File: src/cgt_pkg.sv
// Constants and types for the counter gate timing generator
// Summary of operation
// Direct range gate width 1 us to 1 s, set by resolution 1 MHz to 1 Hz.
// Microwave range gives one 10 us gate at 1 MHz, one 1 s gate at 1 Hz.
// Microwave 100 kHz to 10 Hz: four equal sub-gates, 100 us dead time apart.
// Sequence generator runs on the 1 MHz time base; no time base stops it.
// Low clear pulse resets all shift register stages to zero.
// After clear, one shifted in, taps rise on shift clocks 1, 3, 15 and 20.
// Load presets the sequence counter; terminal output pulses on the 14th clock.
// Only the first time-base period forms the direct gate; later ones ignored.
// Status read drives gate over on D4, sequence end D1, run-down end D2.
// Sequence run lasts 360 ms normally, 2.096 s in FM mode.
// Local oscillator select toggles pseudo-randomly during the sequence run.
// Gate outputs active low, widths counted in 1 MHz time-base cycles.
package cgt_pkg;
	localparam int unsigned TB_HZ = 1000000;
	localparam int unsigned US_PER_S = 1000000;
	// Dead time between microwave sub-gates
	localparam int unsigned DEAD_US = 100;
	localparam int unsigned DEAD_TICKS = DEAD_US * TB_HZ / US_PER_S;
	localparam int unsigned SUBGATES = 4;
	// Sequence run lengths
	localparam int unsigned RUN_NORM_MS = 360;
	localparam int unsigned RUN_FM_US = 2096000;
	localparam int unsigned RUN_NORM_TICKS = RUN_NORM_MS * (TB_HZ / 1000);
	localparam int unsigned RUN_FM_TICKS = RUN_FM_US / (US_PER_S / TB_HZ);
	// Shift register: three packages of eight stages
	localparam int unsigned SR_LEN = 24;
	localparam int unsigned TAP0 = 0;
	localparam int unsigned TAP1 = 2;
	localparam int unsigned TAP2 = 14;
	localparam int unsigned TAP3 = 19;
	// Sequence counter preset gives terminal on 14th clock
	localparam logic [7:0] CNT_TERM = 8'hFF;
	localparam logic [7:0] CNT_PRESET = 8'hF1;
	// Status bus bit positions
	localparam int unsigned ST_SEQ_END = 1;
	localparam int unsigned ST_RUNDOWN_END = 2;
	localparam int unsigned ST_GATE_OVER = 4;
	localparam int unsigned CNT_W = 22;
	typedef enum logic [1:0] {
		CGT_IDLE = 2'b00,
		CGT_OPEN = 2'b01,
		CGT_DEAD = 2'b10,
		CGT_OVER = 2'b11
	} cgt_gate_t;
	// Gate width in time-base ticks: res 0 = 1 MHz ... 6 = 1 Hz
	function automatic logic [CNT_W-1:0] cgt_width(input logic [2:0] res, input logic mw);
		logic [CNT_W-1:0] w;
		w = 22'h000001;
		for (int i = 0; i < 6; i++) begin
			if (i < int'(res)) begin
				w = CNT_W'(w * 10);
			end
		end
		if (mw && res == 3'h0) begin
			w = 22'h00000A;
		end
		return w;
	endfunction
endpackage

File: src/cgt_timing_gen.sv
// Gate and pseudo-random sequence timing generator
`timescale 1ns/1ps
module cgt_timing_gen #(
	parameter int unsigned RUN_NORM = cgt_pkg::RUN_NORM_TICKS,
	parameter int unsigned RUN_FM = cgt_pkg::RUN_FM_TICKS
) (
	// Clock and reset
	input wire logic mclk_i,
	input wire logic rst_n_i,
	// Time base
	input wire logic tb_tick_i,
	// Measurement control
	input wire logic start_i,
	input wire logic microwave_i,
	input wire logic [2:0] resolution_i,
	input wire logic fm_mode_i,
	input wire logic seq_start_i,
	input wire logic rundown_done_i,
	// Sequence generator test access
	input wire logic sr_clear_n_i,
	input wire logic sr_data_i,
	input wire logic cnt_load_i,
	// Gate and sequence generator outputs
	output logic direct_count_gate_n_o,
	output logic if_count_gate_n_o,
	output logic local_osc_select_o,
	output logic sequence_active_point_o,
	output logic [3:0] sr_taps_o,
	output logic cnt_terminal_o,
	// Status read
	input wire logic status_rd_i,
	output logic [7:0] status_data_o
);
	// Reset release synchroniser
	logic rs1_q, rst_q;
	always_ff @(posedge mclk_i or negedge rst_n_i) begin
		if (!rst_n_i) begin
			rs1_q <= 1'b0;
			rst_q <= 1'b0;
		end else begin
			rs1_q <= 1'b1;
			rst_q <= rs1_q;
		end
	end

	// Gate state
	cgt_pkg::cgt_gate_t st_q, st_d;
	logic [cgt_pkg::CNT_W-1:0] cnt_q, cnt_d;
	logic [1:0] sub_q, sub_d;
	logic mw_q, mw_d, split_q, split_d;
	logic dg_n_q, dg_n_d, ig_n_q, ig_n_d;
	logic [cgt_pkg::CNT_W-1:0] wid_q, wid_d;

	// Last tick of a down count
	function automatic logic cnt_last(input logic [cgt_pkg::CNT_W-1:0] c);
		return c <= cgt_pkg::CNT_W'(1);
	endfunction

	// Sub-gates only between the single-gate end points
	function automatic logic split_sel(input logic [2:0] res, input logic mw);
		return mw && res != 3'h0 && res < 3'h6;
	endfunction

	// Next state and gate levels
	always_comb begin
		st_d = st_q;
		cnt_d = cnt_q;
		sub_d = sub_q;
		mw_d = mw_q;
		split_d = split_q;
		wid_d = wid_q;
		case (st_q)
			cgt_pkg::CGT_IDLE, cgt_pkg::CGT_OVER: begin
				if (start_i) begin
					st_d = cgt_pkg::CGT_OPEN;
					mw_d = microwave_i;
					split_d = split_sel(resolution_i, microwave_i);
					sub_d = 2'h0;
					wid_d = cgt_pkg::cgt_width(resolution_i, microwave_i);
					cnt_d = wid_d;
				end
			end
			cgt_pkg::CGT_OPEN: begin
				if (tb_tick_i) begin
					if (!cnt_last(cnt_q)) begin
						cnt_d = cnt_q - 22'h000001;
					end else if (split_q && sub_q != 2'(cgt_pkg::SUBGATES - 1)) begin
						st_d = cgt_pkg::CGT_DEAD;
						cnt_d = cgt_pkg::CNT_W'(cgt_pkg::DEAD_TICKS);
					end else begin
						st_d = cgt_pkg::CGT_OVER;
					end
				end
			end
			cgt_pkg::CGT_DEAD: begin
				if (tb_tick_i) begin
					if (!cnt_last(cnt_q)) begin
						cnt_d = cnt_q - 22'h000001;
					end else begin
						st_d = cgt_pkg::CGT_OPEN;
						sub_d = sub_q + 2'h1;
						cnt_d = wid_q;
					end
				end
			end
			default: st_d = cgt_pkg::CGT_IDLE;
		endcase
		dg_n_d = !(st_d == cgt_pkg::CGT_OPEN && !mw_d);
		ig_n_d = !(st_d == cgt_pkg::CGT_OPEN && mw_d);
	end

	always_ff @(posedge mclk_i or negedge rst_q) begin
		if (!rst_q) begin
			st_q <= cgt_pkg::CGT_IDLE;
			cnt_q <= '0;
			sub_q <= 2'h0;
			mw_q <= 1'b0;
			split_q <= 1'b0;
			dg_n_q <= 1'b1;
			ig_n_q <= 1'b1;
			wid_q <= '0;
		end else begin
			st_q <= st_d;
			cnt_q <= cnt_d;
			sub_q <= sub_d;
			mw_q <= mw_d;
			split_q <= split_d;
			dg_n_q <= dg_n_d;
			ig_n_q <= ig_n_d;
			wid_q <= wid_d;
		end
	end

	// Sequence generator state
	logic [cgt_pkg::SR_LEN-1:0] sr_q, sr_d;
	logic [7:0] sc_q, sc_d;
	logic term_q, term_d;
	logic [cgt_pkg::CNT_W-1:0] run_q, run_d;
	logic act_q, act_d, lo_q, lo_d, seqend_q, seqend_d;
	logic fb;

	// Shift, count and run down
	always_comb begin
		sr_d = sr_q;
		sc_d = sc_q;
		term_d = 1'b0;
		run_d = run_q;
		act_d = act_q;
		lo_d = lo_q;
		seqend_d = seqend_q;
		fb = sr_q[cgt_pkg::TAP3] ^ sr_q[cgt_pkg::TAP2] ^ sr_q[cgt_pkg::TAP1] ^ sr_q[cgt_pkg::TAP0];
		if (!sr_clear_n_i) begin
			sr_d = '0;
		end else if (tb_tick_i) begin
			sr_d = {sr_q[cgt_pkg::SR_LEN-2:0], act_q ? (fb | ~|sr_q) : sr_data_i};
		end
		if (cnt_load_i) begin
			sc_d = cgt_pkg::CNT_PRESET;
		end else if (tb_tick_i) begin
			sc_d = sc_q + 8'h01;
			term_d = sc_q == cgt_pkg::CNT_TERM - 8'h01;
		end
		if (seq_start_i && !act_q) begin
			act_d = 1'b1;
			seqend_d = 1'b0;
			run_d = cgt_pkg::CNT_W'(fm_mode_i ? RUN_FM : RUN_NORM);
		end else if (act_q && tb_tick_i) begin
			lo_d = sr_q[cgt_pkg::TAP3];
			if (!cnt_last(run_q)) begin
				run_d = run_q - 22'h000001;
			end else begin
				act_d = 1'b0;
				seqend_d = 1'b1;
				lo_d = 1'b1;
			end
		end
	end

	always_ff @(posedge mclk_i or negedge rst_q) begin
		if (!rst_q) begin
			sr_q <= '0;
			sc_q <= 8'h00;
			term_q <= 1'b0;
			run_q <= '0;
			act_q <= 1'b0;
			lo_q <= 1'b1;
			seqend_q <= 1'b0;
		end else begin
			sr_q <= sr_d;
			sc_q <= sc_d;
			term_q <= term_d;
			run_q <= run_d;
			act_q <= act_d;
			lo_q <= lo_d;
			seqend_q <= seqend_d;
		end
	end

	// Status read port
	logic [7:0] stat_q, stat_d;
	// Status byte only while strobed, else zero
	always_comb begin
		stat_d = 8'h00;
		if (status_rd_i) begin
			stat_d[cgt_pkg::ST_GATE_OVER] = st_q == cgt_pkg::CGT_OVER;
			stat_d[cgt_pkg::ST_SEQ_END] = seqend_q;
			stat_d[cgt_pkg::ST_RUNDOWN_END] = rundown_done_i;
		end
	end

	always_ff @(posedge mclk_i or negedge rst_q) begin
		if (!rst_q) begin
			stat_q <= 8'h00;
		end else begin
			stat_q <= stat_d;
		end
	end

	// Registered outputs
	assign direct_count_gate_n_o = dg_n_q;
	assign if_count_gate_n_o = ig_n_q;
	assign local_osc_select_o = lo_q;
	assign sequence_active_point_o = act_q;
	assign sr_taps_o = {sr_q[cgt_pkg::TAP3], sr_q[cgt_pkg::TAP2], sr_q[cgt_pkg::TAP1], sr_q[cgt_pkg::TAP0]};
	assign cnt_terminal_o = term_q;
	assign status_data_o = stat_q;
endmodule // cgt_timing_gen

File: config.mk
export PLATFORM = sky130hd
export DESIGN_NAME = cgt_timing_gen
export DESIGN_NICKNAME = d
export VERILOG_FILES = /design/src/cgt_pkg.sv /design/src/cgt_timing_gen.sv
export SDC_FILE = /design/constraint.sdc
export NUM_CORES = 1
export LEC_CHECK = 0
export BUFFER_PORTS_ARGS = -buffer_cell sky130_fd_sc_hd__buf_2
export CAP_MARGIN = 30
export CORE_MARGIN = 3
export CORE_UTILIZATION = 30
export DETAILED_ROUTE_END_ITERATION = 10
export PLACE_DENSITY = 0.49
export SETUP_SLACK_MARGIN = 0.05
export SYNTH_ARGS = -nofsm -noshare
export SYNTH_HDL_FRONTEND = slang
export SYNTH_SLANG_ARGS = --single-unit
export TNS_END_PERCENT = 5
File: constraint.sdc
create_clock -name mclk_i -period 3.3 [get_ports mclk_i]
set_clock_uncertainty 0.2 [all_clocks]
set_input_delay 0.66 -clock mclk_i [delete_from_list [all_inputs] [get_ports mclk_i]]
set_output_delay 0.66 -clock mclk_i [all_outputs]
set_load 0.01 [all_outputs]
==> results.txt <==
* Post-Synthesis Cells: 939
- Summed instance area of the synthesized netlist: around 0.0085 mm²
- Class of the worst hold path: reg2reg
* Launching element of the worst setup path: resolution_i[1]
- In this run the tightest slew margin relative to its limit is 53.17%.
- Maximum vdd drop: 381.8 µV
* Maximum single-stage delay on the critical path: roughly 380 ps
- Transition time at the pin with the least slew margin: 702.4 ps
- Average wire per cell in the routed design: 15.35 µm
* Setup repair after global routing missed its margin: true
* Clock Tree Buf Depth: 2
- The most numerous cell type found on the critical path is sky130_fd_sc_hd__ha_4.
* Placed cell areas: 0.01021 mm²
- Class of the most critical setup path: in2reg
* RR Endpoint: cnt_q[20]
- Top FF cell, synth: sky130_fd_sc_hd__dfrtp_1
- For this block, the routed nets add up to 23,000 µm of wire.
- In the layout the commonest cells are sky130_fd_sc_hd__buf_4 (163), sky130_fd_sc_hd__dfrtp_1 (111), sky130_fd_sc_hd__nand2_1 (72).
- Internal power comes to 4.839 mW.
- Clock network fraction of design power: about 26%
- Number of vias per cell after detailed routing: 4.982
- For this design the total switching power over the nets is 2.824 mW.
- Of all nets on the critical path, the largest fanout is 5.
- Final Hold Violating Endpoints: 0
- After detailed placement, the design holds a cell count of between 1,000 and 1,500.
- Sequential fraction of the synthesis area: 33.93%
- Number of global-route vias before repair: 7,521
* Floorplan row count: 60
* Final critical-path setup slack: -1976 ps
* Number of nets at the end of the flow: 1,213
- Max Cap Violations: 0
- Final setup violation count: 32
- Summed over all layers, the global routing overflow is 0.
* First-pass GRT wire length: 38,590 µm
- Root buffer selected by CTS: sky130_fd_sc_hd__clkbuf_16
* Length of the first detailed-routing pass in iterations: 7
- Critical path endpoint: cnt_q[19]
- Worst slack at placement: -2727 ps
- From bottom edge to top edge, the die measures roughly 170 µm.
- I/O pins: 32
- Clock buffers created by TritonCTS: 17
- TritonCTS built the clock tree.
- Number of antenna diodes: 0
* Final RePlAce weighted congestion: 0.8019
- Mean Syn Cell Area: 9.044 µm²
* Outcome: complete, but fails checks
- After legalization and detailed placement, the total HPWL measured 16,740 µm.
* Power per unit of standard cell area: around 660 mW/mm²
- Counting I/O delays and the setup requirement, the final critical path takes 5276 ps.
- Leaving out fill and tap cells, the most frequent cell in the layout is sky130_fd_sc_hd__buf_4.
* Standby leakage power: 5.113 nW
- Power comes to 7.663 mW.
- In this run the critical register-to-register path is launched from st_q[0].
* Design Area, Final: 0.01158 mm²
- Combinational fraction of design power: 47.3%
* Routed vias: 7,468
- Antenna-violating nets left: 0
- Initial Utilization: 30.99%
* Number of distinct standard cells referenced by the synthesized netlist: 82
- Element type at the critical path end: register
* Maximum clock rate: 189.5 MHz
* Post-synth EDFFs: 0
* Count of final max-slew check failures: 0
- Number of H-tree branching levels: 4
- In the final layout, the share of cells above drive strength 1 is 31.68%.
- Fraction of power consumed by sequential logic: 27.1%
- Number of warnings reported in the yosys synthesis log: 0
- In the global route stage, overall resource usage came out at 15.22%.
- Iteration-0 DRC Markers: between 300 and 400
* Share of async-settable or async-resettable flops after synthesis: 100.0%
- Entering global routing, the biggest net connects 50 pins.
- Area of the core: 0.02740 mm²
- Buffers placed on the I/O ports in this run total 26.
* R2R Setup Slk: 440 ps
* Width of the die: 174.2 µm
* Final period utilization: 159.9%
- The initial antenna violation count was 0.
- DRC errors left: 0
* Switching portion of total power: 36.86%
* Data arrival time of the critical path: ~5400 ps
* Number of storage elements in the synthesis netlist: 115
* Worst-Skew Late Latency: 410 ps
- Total Die Area: 0.03036 mm²
- Number of cell instances on the worst register-to-register path: 9
- Cell with the biggest individual delay on the critical path: sky130_fd_sc_hd__a311o_1
* Area overhead of the layout relative to synthesis: 36.33%
- Clock transition at the registers of the reported paths: 60 ps
* Violated checks: negative setup slack
- Number of cells in the finished layout apart from fillers: 1,499
- Adding up every negative setup slack in the final design gives -50,350 ps.
- CP required: 3380 ps
- The clock drives 115 sinks.
- The worst setup path is launched from an input pin.
==> how the worst min path moves through the flow <==
stage / from / endpoint / cells after the start
global route: rs1_q / rst_q / 0
floorplan: rs1_q / rst_q / 0
global placement: rs1_q / rst_q / 0
detailed placement: rs1_q / rst_q / 0
CTS: rs1_q / rst_q / 0
finish: rs1_q / rst_q / 0
==> power groups by stage <==
stage | Sequential (mW) | Combinational, mW | Clock [mW]
after global placement | 2.09 | 3.15 | 0
after detailed placement | 2.10 | 3.15 | 0
after CTS | 2.08 | 3.50 | 2.00
final | 2.08 | 3.63 | 1.96
after floorplan | 2.03 | 2.14 | 0
after global routing | 2.13 | 4.02 | 2.07
==> cell families after synthesis <==
family	count (synthesis)	synth area share, %
xor+xnor	61	6.291
fa+ha+maj	84	12.55
buf+inv	81	4.346
other cells	2	0.08844
compound gates	249	19.64
mux	30	3.580
simple gates	317	19.57
flops	115	33.93
==> repair_timing <==
item	4_1_cts	5_1_grt
gates cloned	0	0
setup buffers	16	3
pin swaps	72	29
resized for setup	79	25
endpoints found under the hold margin	2	0
hold buffers	1	0
setup endpoints to repair	34	34
==> registers in the layout (all words and copies together) (netlist names), 2 cells and up <==
register	cells
cnt_q	22
run_q	22
sc_q	8
sr_q	24
st_q	2
status_data_o	3
sub_q	2
wid_q	22
==> synthesized netlist by cell type, drive strengths merged, types with 5 or more instances <==
library cell | n | share of area (%)
dfrtp | 112 | 33
ha | 82 | 12
nor2 | 79 | 3.6
nand2 | 75 | 3.3
a21oi | 68 | 4.1
o21ai | 55 | 3.2
xnor2 | 42 | 4.3
inv | 35 | 1.5
nor2b | 30 | 2.2
mux2i | 27 | 3.2
nor3 | 26 | 1.6
buf | 24 | 1.8
clkbuf | 22 | 0.97
nand3 | 21 | 1.2
xor2 | 19 | 2.0
nor4 | 15 | 1.5
and2 | 14 | 1.0
o31ai | 13 | 1.3
nand4 | 12 | 0.96
and3 | 10 | 0.80
a22o | 9 | 0.93
a31oi | 9 | 0.66
nand2b | 9 | 0.66
o211ai | 9 | 0.85
a21o | 8 | 0.71
a221oi | 8 | 0.90
a211o | 7 | 0.72
a211oi | 7 | 0.62
o221ai | 7 | 0.72
or3 | 6 | 0.50
or4 | 6 | 0.66
a21boi | 5 | 0.44
o21a | 5 | 0.44
==> through the flow <==
step,utilization [%],hold WS (ps)
floorplan,-,131.2
global placement,37.27,132.4
detailed placement,37.27,135.6
CTS,41.64,148.9
global route,42.25,170.1
finish,42.25,145.8
==> layer usage <==
layer / track usage, % / routed length (µm)
met4: 3.921 / 306
met1: 20.31 / 11070
met5: 0 / 0
met2: 25.93 / 11160
met3: 2.119 / 469
==> critical path, delay by kind of cell <==
family / cells / cell delay, ps
buf+inv: 4 / 500
simple gates: 5 / 650
fa+ha+maj: 6 / 1550
xor+xnor: 1 / 170
compound gates: 10 / 1820
==> cell type report <==
type                       instances  area, µm²
timing repair buffer             193       1438
clock buffer                      23      478.0
sequential                       115       2885
tap                              372      465.4
multi-input combinational        752       6028
inverter                          35      131.4
fill                            2702      15820
clock inverter                     9      151.4
Power figures use the tool's default switching activity.
